--- src/cesf_cfg.svh ---
// Offsets, field positions, reset values and sizes of the crypto status block
`ifndef CESF_CFG_SVH
`define CESF_CFG_SVH

// ==========================================================================
// Register byte offsets
`define CESF_OFF_STATUS      12'h000
`define CESF_OFF_CONTROL     12'h004
`define CESF_OFF_IRQ_STATUS  12'h008
`define CESF_OFF_IRQ_MASK    12'h00c

// ==========================================================================
// Status register fields
`define CESF_ST_BUSY         7
`define CESF_ST_TXTA_BUSY    6
`define CESF_ST_ABORTED      5
`define CESF_ST_WRAP         4
`define CESF_ST_MODE_FAIL    2
`define CESF_ST_KEY_FAIL     1
`define CESF_ST_PGM_FAIL     0
`define CESF_ST_WIDTH        16

// ==========================================================================
// Control register fields
`define CESF_CT_ENABLE       0
`define CESF_CT_DISABLE      1
`define CESF_CT_GO           2
`define CESF_CT_PGM_WRITE    3
`define CESF_CT_PAGE_LSB     4
`define CESF_CT_PAGE_WIDTH   4
`define CESF_CT_RESET        8'h00

// ==========================================================================
// Interrupt fields, shared by status and mask
`define CESF_IRQ_DONE        0
`define CESF_IRQ_ABORT       1
`define CESF_IRQ_WRAP        2
`define CESF_IRQ_CFG_FAIL    3
`define CESF_IRQ_WIDTH       4
`define CESF_IRQ_RESET       4'h0

// ==========================================================================
// Sizes
`define CESF_NUM_PAGES       16

`endif

--- src/cesf_pkg.sv ---
// Types shared by the crypto status block
package cesf_pkg;

  // ========================================================================
  // Operation state, mirrored as the go bit
  typedef enum logic [0:0] {
    CESF_OP_IDLE = 1'b0,
    CESF_OP_RUN  = 1'b1
  } cesf_op_state_t;

  // ========================================================================
  // Events and levels coming from the cipher datapath and key store
  typedef struct packed {
    logic op_done;      // Operation ran to its end
    logic ctr_wrap;     // Counter in text buffer B wrapped
    logic otp_busy;     // Key store program or erase in progress
    logic otp_read;     // Key store read in progress, incl. power-on read
    logic text_a_full;  // Text buffer A cannot accept data
    logic pgm_done;     // Key programming finished
  } cesf_engine_in_t;

  // ========================================================================
  // Configuration checks from the mode and key registers
  typedef struct packed {
    logic mode_illegal; // Operating and cipher mode pair is illegal
    logic key_illegal;  // Key and mode settings are illegal
  } cesf_cfg_in_t;

endpackage

--- src/cesf_cfg_check.sv ---
// Configuration fail flags of the crypto status block
`include "cesf_cfg.svh"

module cesf_cfg_check #(
  parameter int NUM_PAGES = `CESF_NUM_PAGES,
  parameter int PAGE_W    = `CESF_CT_PAGE_WIDTH
) (
  input  wire logic                 clk,           // System clock
  input  wire logic                 rstn,          // Synchronous reset, active low
  input  wire logic                 disable_ctl,   // Module disable control
  input  wire logic                 otp_read,      // Key store read in progress
  input  cesf_pkg::cesf_cfg_in_t    cfg,           // Configuration legality
  input  wire logic [PAGE_W-1:0]    page_sel,      // Selected key page
  input  wire logic [NUM_PAGES-1:0] page_unavail,  // Reserved or locked pages
  output logic                      mode_fail,     // Mode invalid flag
  output logic                      key_fail,      // Key invalid flag
  output logic                      pgm_fail       // Program fail flag
);

  initial begin
    if (NUM_PAGES != (1 << PAGE_W)) begin
      $error("cesf_cfg_check: NUM_PAGES must equal 2**PAGE_W");
    end
  end

  // ========================================================================
  // Evaluation, independent of the module enable
  logic page_bad;
  logic next_mode_fail;
  logic next_key_fail;
  logic next_pgm_fail;

  assign page_bad       = page_unavail[page_sel];
  assign next_mode_fail = cfg.mode_illegal;
  assign next_key_fail  = otp_read | cfg.key_illegal;
  assign next_pgm_fail  = otp_read | page_bad;

  // ========================================================================
  // Flags
  always_ff @(posedge clk) begin
    if (!rstn || disable_ctl) begin
      mode_fail <= 1'b0;
      key_fail  <= 1'b0;
      pgm_fail  <= 1'b0;
    end else begin
      mode_fail <= next_mode_fail;
      key_fail  <= next_key_fail;
      pgm_fail  <= next_pgm_fail;
    end
  end

endmodule // cesf_cfg_check

--- src/cesf_status.sv ---
// Crypto engine status flags with APB register access
//
// Overview of operation
// - Busy high during crypto or key-store work
// - Buffer A busy flag; software then waits
// - Software go clear sets aborted flag
// - Completion clears go, aborted stays zero
// - Counter wrap sets rollover flag
// - Rollover set blocks go until cleared
// - Illegal mode flags and blocks program write
// - Illegal key flags and blocks program write
// - Reset or disable clears busy, fail flags
// - Aborted, rollover cleared by disable, zero write
// - Fail flags evaluated while module not enabled
// - Key reads force busy, key, program fail
// - Aborted flag blocks go, not program write
// - Upper byte and bit 3 read zero
//
// Local design decisions: the address map and the APB register port.
`include "cesf_cfg.svh"

module cesf_status #(
  parameter int NUM_PAGES = `CESF_NUM_PAGES,
  parameter int PAGE_W    = `CESF_CT_PAGE_WIDTH
) (
  input  wire logic                 clk,           // System clock, 200 MHz
  input  wire logic                 rstn,          // Synchronous reset, active low
  input  wire logic                 psel,          // APB select
  input  wire logic                 penable,       // APB access phase
  input  wire logic                 pwrite,        // APB write
  input  wire logic [11:0]          paddr,         // APB byte address
  input  wire logic [31:0]          pwdata,        // APB write data
  output logic [31:0]               prdata,        // APB read data
  output logic                      pready,        // APB ready
  output logic                      pslverr,       // APB error, unmapped address
  input  cesf_pkg::cesf_engine_in_t eng,           // Datapath events and levels
  input  cesf_pkg::cesf_cfg_in_t    cfg,           // Configuration legality
  input  wire logic [NUM_PAGES-1:0] page_unavail,  // Reserved or locked pages
  output logic                      module_enable, // Engine enabled
  output logic                      operation_go,  // Operation running
  output logic                      op_start,      // Pulse, operation begins
  output logic                      program_write_start, // Key programming running
  output logic [PAGE_W-1:0]         key_page_select, // Selected key page
  output logic                      irq            // Level interrupt
);

  initial begin
    if (PAGE_W != `CESF_CT_PAGE_WIDTH || NUM_PAGES != (1 << PAGE_W)) begin
      $error("cesf_status: page field must be 4 bits over 16 pages");
    end
  end

  // ========================================================================
  // APB decode
  logic setup_ph;
  logic access_ph;
  logic hit_status;
  logic hit_control;
  logic hit_irq_st;
  logic hit_irq_mask;
  logic hit_any;
  logic wr_status;
  logic wr_control;
  logic wr_irq_st;
  logic wr_irq_mask;

  assign setup_ph     = psel & ~penable;
  assign access_ph    = psel & penable;
  assign hit_status   = (paddr == `CESF_OFF_STATUS);
  assign hit_control  = (paddr == `CESF_OFF_CONTROL);
  assign hit_irq_st   = (paddr == `CESF_OFF_IRQ_STATUS);
  assign hit_irq_mask = (paddr == `CESF_OFF_IRQ_MASK);
  assign hit_any      = hit_status | hit_control | hit_irq_st | hit_irq_mask;
  assign wr_status    = access_ph & pwrite & hit_status;
  assign wr_control   = access_ph & pwrite & hit_control;
  assign wr_irq_st    = access_ph & pwrite & hit_irq_st;
  assign wr_irq_mask  = access_ph & pwrite & hit_irq_mask;

  // No wait states; read data is captured in the setup cycle
  assign pready = access_ph;

  // ========================================================================
  // Control register
  logic                   enable_bit;
  logic                   disable_bit;
  logic                   pgm_write;
  logic [PAGE_W-1:0]      page_sel;
  cesf_pkg::cesf_op_state_t op_state;
  logic                   aborted;
  logic                   wrapped;
  logic                   engine_busy;
  logic                   txta_busy;
  logic                   mode_fail;
  logic                   key_fail;
  logic                   pgm_fail;

  logic                   go_req;
  logic                   pgm_req;
  logic                   running;
  logic                   any_fail;
  logic                   hw_done;
  logic                   sw_abort;
  logic                   go_grant;
  logic                   pgm_grant;
  cesf_pkg::cesf_op_state_t next_op_state;
  logic                   next_pgm_write;

  assign go_req   = pwdata[`CESF_CT_GO];
  assign pgm_req  = pwdata[`CESF_CT_PGM_WRITE];
  assign running  = (op_state == cesf_pkg::CESF_OP_RUN);
  assign any_fail = mode_fail | key_fail | pgm_fail;
  assign hw_done  = running & eng.op_done;
  assign sw_abort = wr_control & running & ~go_req & ~hw_done & ~disable_bit;
  assign go_grant = wr_control & go_req & ~running & enable_bit & ~disable_bit
                    & ~aborted & ~wrapped;
  assign pgm_grant = wr_control & pgm_req & ~pgm_write & enable_bit & ~disable_bit
                     & ~any_fail;

  always_comb begin
    next_op_state = op_state;
    case (op_state)
      cesf_pkg::CESF_OP_IDLE: begin
        if (go_grant) begin
          next_op_state = cesf_pkg::CESF_OP_RUN;
        end
      end
      cesf_pkg::CESF_OP_RUN: begin
        if (disable_bit || !enable_bit || hw_done || sw_abort) begin
          next_op_state = cesf_pkg::CESF_OP_IDLE;
        end
      end
      default: begin
        next_op_state = cesf_pkg::CESF_OP_IDLE;
      end
    endcase
  end

  // No programming on a bad page already selected by an earlier control write
  assign next_pgm_write = disable_bit ? 1'b0 :
                          pgm_grant ? 1'b1 :
                          (eng.pgm_done ? 1'b0 : pgm_write);

  always_ff @(posedge clk) begin
    if (!rstn) begin
      enable_bit  <= 1'b0;
      disable_bit <= 1'b0;
      page_sel    <= '0;
      op_state    <= cesf_pkg::CESF_OP_IDLE;
      pgm_write   <= 1'b0;
    end else begin
      if (wr_control) begin
        enable_bit  <= pwdata[`CESF_CT_ENABLE];
        disable_bit <= pwdata[`CESF_CT_DISABLE];
        page_sel    <= pwdata[`CESF_CT_PAGE_LSB +: PAGE_W];
      end
      op_state  <= next_op_state;
      pgm_write <= next_pgm_write;
    end
  end

  // Start pulse only on a granted idle-to-run step
  assign op_start            = go_grant;
  assign operation_go        = running;
  assign program_write_start = pgm_write;
  assign module_enable       = enable_bit;
  assign key_page_select     = page_sel;

  // ========================================================================
  // Aborted and rollover flags
  logic clr_aborted;
  logic clr_wrapped;
  logic set_wrapped;

  // Writing zero clears; ones are ignored
  assign clr_aborted = wr_status & ~pwdata[`CESF_ST_ABORTED];
  assign clr_wrapped = wr_status & ~pwdata[`CESF_ST_WRAP];
  assign set_wrapped = running & eng.ctr_wrap & ~disable_bit;

  always_ff @(posedge clk) begin
    if (!rstn || disable_bit) begin
      aborted <= 1'b0;
      wrapped <= 1'b0;
    end else begin
      aborted <= sw_abort | (aborted & ~clr_aborted & ~hw_done);
      wrapped <= set_wrapped | (wrapped & ~clr_wrapped);
    end
  end

  // ========================================================================
  // Busy flags
  always_ff @(posedge clk) begin
    if (!rstn || disable_bit) begin
      engine_busy <= 1'b0;
      txta_busy   <= 1'b0;
    end else begin
      engine_busy <= next_op_state == cesf_pkg::CESF_OP_RUN
                     | next_pgm_write | eng.otp_busy | eng.otp_read;
      txta_busy   <= eng.text_a_full;
    end
  end

  // ========================================================================
  // Configuration fail flags
  cesf_cfg_check #(
    .NUM_PAGES (NUM_PAGES),
    .PAGE_W    (PAGE_W)
  ) u_cfg_check (
    .clk          (clk),
    .rstn         (rstn),
    .disable_ctl  (disable_bit),
    .otp_read     (eng.otp_read),
    .cfg          (cfg),
    .page_sel     (page_sel),
    .page_unavail (page_unavail),
    .mode_fail    (mode_fail),
    .key_fail     (key_fail),
    .pgm_fail     (pgm_fail)
  );

  // ========================================================================
  // Status word
  logic [`CESF_ST_WIDTH-1:0] status_word;

  always_comb begin
    status_word                       = '0;
    status_word[`CESF_ST_BUSY]        = engine_busy;
    status_word[`CESF_ST_TXTA_BUSY]   = txta_busy;
    status_word[`CESF_ST_ABORTED]     = aborted;
    status_word[`CESF_ST_WRAP]        = wrapped;
    status_word[`CESF_ST_MODE_FAIL]   = mode_fail;
    status_word[`CESF_ST_KEY_FAIL]    = key_fail;
    status_word[`CESF_ST_PGM_FAIL]    = pgm_fail;
  end

  // ========================================================================
  // Interrupts
  logic [`CESF_IRQ_WIDTH-1:0] irq_status;
  logic [`CESF_IRQ_WIDTH-1:0] irq_mask;
  logic [`CESF_IRQ_WIDTH-1:0] irq_event;
  logic [`CESF_IRQ_WIDTH-1:0] irq_clear;
  logic                       fail_now;
  logic                       fail_prev;

  assign fail_now  = mode_fail | key_fail | pgm_fail;
  assign irq_clear = wr_irq_st ? pwdata[`CESF_IRQ_WIDTH-1:0] : '0;

  always_comb begin
    irq_event                     = '0;
    irq_event[`CESF_IRQ_DONE]     = hw_done;
    irq_event[`CESF_IRQ_ABORT]    = sw_abort;
    irq_event[`CESF_IRQ_WRAP]     = set_wrapped;
    // Rising edge only, so a held fail does not re-fire after clear
    irq_event[`CESF_IRQ_CFG_FAIL] = fail_now & ~fail_prev;
  end

  always_ff @(posedge clk) begin
    if (!rstn) begin
      irq_status <= `CESF_IRQ_RESET;
      irq_mask   <= `CESF_IRQ_RESET;
      fail_prev  <= 1'b0;
    end else begin
      // Set wins over write-one clear
      irq_status <= irq_event | (irq_status & ~irq_clear);
      if (wr_irq_mask) begin
        irq_mask <= pwdata[`CESF_IRQ_WIDTH-1:0];
      end
      fail_prev <= fail_now;
    end
  end

  assign irq = |(irq_status & irq_mask);

  // ========================================================================
  // Read data, captured in the setup cycle
  logic [31:0] ctrl_word;
  logic [31:0] rd_mux;

  always_comb begin
    ctrl_word                                = 32'h0000_0000;
    ctrl_word[`CESF_CT_ENABLE]               = enable_bit;
    ctrl_word[`CESF_CT_DISABLE]              = disable_bit;
    ctrl_word[`CESF_CT_GO]                   = running;
    ctrl_word[`CESF_CT_PGM_WRITE]            = pgm_write;
    ctrl_word[`CESF_CT_PAGE_LSB +: PAGE_W]   = page_sel;
  end

  assign rd_mux = hit_status   ? {16'h0000, status_word} :
                  hit_control  ? ctrl_word :
                  hit_irq_st   ? {28'h0000000, irq_status} :
                  hit_irq_mask ? {28'h0000000, irq_mask} :
                  32'h0000_0000;

  always_ff @(posedge clk) begin
    if (!rstn) begin
      prdata  <= 32'h0000_0000;
      pslverr <= 1'b0;
    end else if (setup_ph) begin
      prdata  <= pwrite ? 32'h0000_0000 : rd_mux;
      pslverr <= ~hit_any;
    end
  end

endmodule // cesf_status

--- config.mk ---
export PLATFORM = sky130hd
export DESIGN_NAME = cesf_status
export DESIGN_NICKNAME = d
export VERILOG_FILES = /design/src/cesf_pkg.sv /design/src/cesf_cfg_check.sv /design/src/cesf_status.sv
export VERILOG_INCLUDE_DIRS = /design/src
export SDC_FILE = /design/constraint.sdc
export NUM_CORES = 1
export LEC_CHECK = 0
export BUFFER_PORTS_ARGS = -buffer_cell sky130_fd_sc_hd__buf_2
export CORE_ASPECT_RATIO = 0.9
export CORE_UTILIZATION = 31
export CTS_CLUSTER_DIAMETER = 80
export DETAILED_ROUTE_END_ITERATION = 10
export HOLD_SLACK_MARGIN = 0.12
export SETUP_SLACK_MARGIN = 0.3
export SYNTH_ARGS = -nofsm -noshare
export SYNTH_HDL_FRONTEND = slang
export SYNTH_SLANG_ARGS = --single-unit
--- constraint.sdc ---
create_clock -name clk -period 2.4 [get_ports clk]
set_input_delay 0.12 -clock clk [delete_from_list [all_inputs] [get_ports clk]]
set_output_delay 0.12 -clock clk [all_outputs]
set_load 0.02 [all_outputs]
Yosys cells after proc, flatten, opt, wreduce, memory -nomap -nowiden
Index checks and enable logic that the tools add are counted.
Word-level totals
  flip-flop bits (word level): 57
  word-level logic and storage cells: 105
  input bits: 73
Cells by class
  multiplexer cells: 14
  bitwise operators: 62
  reduce and logical (&&, ||, !) cells: 8
  equality and inequality tests: 3
  $lt $le $gt $ge: 1
Operators by type and width (count)
  bitwise AND 1 bit: 31
  equality test 12 x 4 -> 1 bit (second input constant): 2
  two-way mux 8 bit: 3
  NOT 1 bit: 15
  equality test 12 x 3 -> 1 bit (second input constant): 1
  zero test 12 bit: 1
  two-way mux 4 bit: 3
  OR 1 bit: 12
  bitwise AND 4 bit: 2
  two-way mux 1 bit: 6
  < comparator 4 x 5 -> 1 bit (second input constant): 1
  binary-select mux 1 bit (select 4 bit): 1
  logical OR 1 bit: 4
  NOT 4 bit: 1
  OR 4 bit: 1
  OR reduction 4 bit: 1
  zero test 1 bit: 2
  case mux 1 bit (2 select lines): 1

Longest topological paths before layout
  depth after elaboration: 14
  depth in mapped cells: 7

Hierarchy
Synthesis repeated with hierarchy kept, for this count alone.
Second synthesis, totals
  cell total of the unflattened synthesis: 218
  area, all modules: 1894.3 um2
By module, submodules not included
  cesf_status: area each 1646.6 um2, times used 1, sequential area each 600.6 um2, cells an instance 190
  cesf_cfg_check: area each 247.7 um2, times used 1, sequential area each 60.1 um2, cells an instance 28

Least setup slack after synthesis
No wires, ideal clock.
  path type: reg2reg
  start point: register op_state, in the netlist operation_go
  end point: register engine_busy
  arrival time: 1.613 ns
  setup slack: 0.713 ns
  setup time: 0.074 ns
  data required time: 2.326 ns
  cell stages (with the launch flop): 5
  path through: dfxtp_1 > or4b_2 > nor3_2 > nor2_1 > a31oi_1
Between the ends
  longest elaborated chain between the ends: 11
  elaborated cells on any way between the ends: 20
RTL lines
  start, declared: RTL line cesf_status.sv:88  | cesf_pkg::cesf_op_state_t op_state;
  start signal, assigned: RTL line cesf_status.sv:148  | op_state <= cesf_pkg::CESF_OP_IDLE;
  start signal, assigned: RTL line cesf_status.sv:156  | op_state <= next_op_state;
  NOT 1 bit: RTL line cesf_status.sv:114  | assign go_grant = wr_control & go_req & ~running & enable_bit & ~disable_bit
  bitwise AND 1 bit (3 in series): RTL line cesf_status.sv:114
  bitwise AND 1 bit (2 in series): RTL line cesf_status.sv:115  | & ~aborted & ~wrapped;
  via op_start: RTL line cesf_status.sv:41  | output logic op_start,
  two-way mux 1 bit: RTL line cesf_status.sv:123  | if (go_grant) begin
  case mux 1 bit (2 select lines): RTL line cesf_status.sv:121  | case (op_state)
  OR 1 bit (3 in series): RTL line cesf_status.sv:197  | | next_pgm_write | eng.otp_busy | eng.otp_read;
  end signal, assigned: RTL line cesf_status.sv:196  | engine_busy <= next_op_state == cesf_pkg::CESF_OP_RUN
  end, declared: RTL line cesf_status.sv:91  | logic engine_busy;
The timed path passes the listed nets, and every way through them passes these cells.
A chain may end at the register's enable or synchronous reset.

Final worst setup path
  start point: register aborted
  end point: output op_start
Between the ends
  longest elaborated chain between the ends: 3
RTL lines
  start, declared: RTL line cesf_status.sv:89  | logic aborted;
  start signal, assigned: RTL line cesf_status.sv:184  | aborted <= sw_abort | (aborted & ~clr_aborted & ~hw_done);
  NOT 1 bit: RTL line cesf_status.sv:115
  bitwise AND 1 bit (2 in series): RTL line cesf_status.sv:115
  end, declared: RTL line cesf_status.sv:41
Every way passes these cells.

==> qor.csv <==
stage,metric,value,unit
outcome,status,"finished, final reports clean",
clock_network,clk_pin_slew,70,ps
finish,diodes,0,
floorplan,die_w,83.1,µm
clock_network,clock_sinks,33,
placement,hpwl,3580,µm
finish,syn2layout_area_growth,27.3,%
synthesis,seq_area_frac_synth,36.0,%
power_and_ir_drop,p_per_area,484,mW/mm²
setup_path,crit_family,simple AND/OR/NAND/NOR gates,
finish,final_util,41.0,%
clock_network,cts_max_level,2,
finish,nets,370,
finish,n_fill_cell,608,
setup_path,crit_buf_inv,1,
setup_path,crit_type,reg -> out,
route,dr.first_iter.drc_count,90,
placement,port_buffers,67,
setup_path,endpoint_kind,output pin,
synthesis,synth-seq-cells,33,
setup_path,arrival,1650,ps
floorplan,fp.dieArea,0.00623,mm²
setup_path,slowest_delay,680,ps
floorplan,start_util,32.2,%
timing,finalCritPeriodShare,73.6,%
synthesis,synth_cells,220,
finish,drive_gt1_share,28.2,%
timing,fin_tns_setup,0,ps
setup_path,critPathSlowestCell,or4b_2,
global_route,grt_pass1_vias,1469,
setup_path,cp_max_fo,3,
route,wl,4560,µm
timing,max_freq,566,MHz
finish,most-common-layout-cells,"buf_2 (67), dfxtp_1 (33), nand2_1 (28)",
timing,setup_viol,0,
setup_path,required,2280,ps
synthesis,ys_types,39,
power_and_ir_drop,p_leak,0.00109,µW
timing,slew_violations,0,
clock_network,numCtsBuffers,5,
global_route,grt_pass1_wl,7140,µm
global_route,overflow,0,
global_route,grt_max_degree,21,
clock_network,clk_latency,290,ps
route,routed_via_density,4.59,
route,ant_nets,0,
route,met2_length,2080,µm
synthesis,synth.avg_cell_area,8.34,µm²
route,dr.max_layer_used,met4,
route,drt-met1-wl,2200,µm
route,drc_errors,0,
timing,worstMarginPinSlew,553,ps
finish,layout_commonest_cell,buf_2,
clock_network,cts_root_buf,clkbuf_8,
synthesis,syn_area,0.00183,mm²
clock_network,tritoncts,yes,
route,vias,1688,
floorplan,io_pins,116,
placement,gp_congestion,0.839,
power_and_ir_drop,ir_drop,209,µV
floorplan,core,0.00569,mm²
clock_network,post_cts_resized,0,
timing,hold_viol,0,
flow_run,drv_cap,0,
global_route,antenna_found_initial,0,
floorplan,die_h,75.0,µm
timing,period_needed,1770,ps
timing,grt_setup_unrepaired,false,
synthesis,ys.flop_type,dfxtp_1,
floorplan,rows,26,
synthesis,ys.warnings.count,0,
timing,holdWs,116,ps
timing,maxSlewHeadroom,62.8,%
route,avgRoutedWirePerCell,12.4,µm
timing,clock_skew,8.78,ps
setup_path,critPathLaunchType,flip-flop,
route,dr.pass1.iters,4,
clock_network,clockBufferDepth,2,
synthesis,async_reset_ff_share,0,%
setup_path,cp_cell_sequence,"or4b_2, nor3_2, buf_2",
synthesis,synth_edf_count,0,
worst_hold_path,min_path_type,in -> reg,
global_route,track_usage,14.7,%
route,met3_length,241,µm
synthesized netlist by cell type, types with 2 or more instances:
cell type  instances  area share, %
nor4_4             2            2.3
nor3_1             5            1.4
nand2b_1           4            1.4
dfxtp_1           33             36
a31oi_1            4            1.4
nor2_1            18            3.7
nor4_1             2           0.68
nor4b_1            2           0.96
buf_4             25             10
nor2b_1           13            4.4
o21ai_0           14            3.8
nand4_1            2           0.68
nand3_1            6            1.6
clkbuf_1           7            1.4
nand3b_1           4            1.6
mux2i_1           14            7.6
nand2_1           28            5.7
o31ai_1            4            1.6
a22oi_1            6            2.5
inv_1              4           0.82
a21oi_1            5            1.4
registers in the layout, summed over array words and instances, names as in the netlist, 4 cells and up:
signal / count
irq_mask: 4
irq_status: 4
key_page_select: 4
prdata: 8
power breakdown:
group          internal [µW]  total (µW)  switching [µW]  leakage, µW
clock                    200         413             213    0.0000439
sequential               557         561            4.46     0.000268
combinational           64.6         157            92.2     0.000780
total                    821        1130             310      0.00109
cell type report:
type	instances	area [µm²]	share of cell area, %
Sequential cell	33	661	28.3
Clock buffer	5	68.8	2.95
Clock inverter	3	17.5	0.750
Multi-Input combinational cell	172	1010	43.5
Inverter	4	15.0	0.643
Tap cell	70	87.6	3.75
Timing Repair Buffer	81	470	20.2
repair_timing:
action	in CTS	in global routing
buffers inserted	0	0
hold buffers	12	0
hold endpoints to repair	15	0
per-layer routing:
layer | global-route usage, % | up-vias
met4 | 5.17 | 0
li1 | - | 878
met3 | 4.17 | 4
met5 | 0 | -
met2 | 22.8 | 48
met1 | 19.9 | 758
worst min-delay path, cell delays in order:
cell and delay, ps:
buf_2 110, nor2_1 50, nor2_1 90
cell families (layout without fill, tap and decap cells):
group	count (synthesis)	after routing	synth area share, %
muxes	15	15	8.87
other	1	24	0.204
buffers and inverters	38	93	13.4
DFF	33	33	36.0
and+or+nand+nor	95	95	28.5
AOI/OAI and AO/OA	38	38	13.0
path summary, 6_finish.rpt:
path                 startpoint                   end  slack (ps)  depth (start not counted)
min reg2reg           txta_busy             prdata[6]         430                          2
min                      eng[2]  u_cfg_check.key_fail         120                          3
max reg2reg  key_page_select[2]  u_cfg_check.pgm_fail         880                          5
max                     aborted              op_start         630                          3
metrics by stage:
step / cell area [µm²] / worst slack [ps] / std cells / power, µW
CTS: 2330 / 621 / 368 / 1140
detailed placement: 2130 / 644 / 348 / 715
global placement: 2130 / 654 / 348 / 714
floorplan: 1920 / 713 / 243 / 685
global route: 2330 / 561 / 368 / 1180
finish: 2330 / 634 / 368 / 1130
No activity file was read; power rests on OpenSTA's default activity.
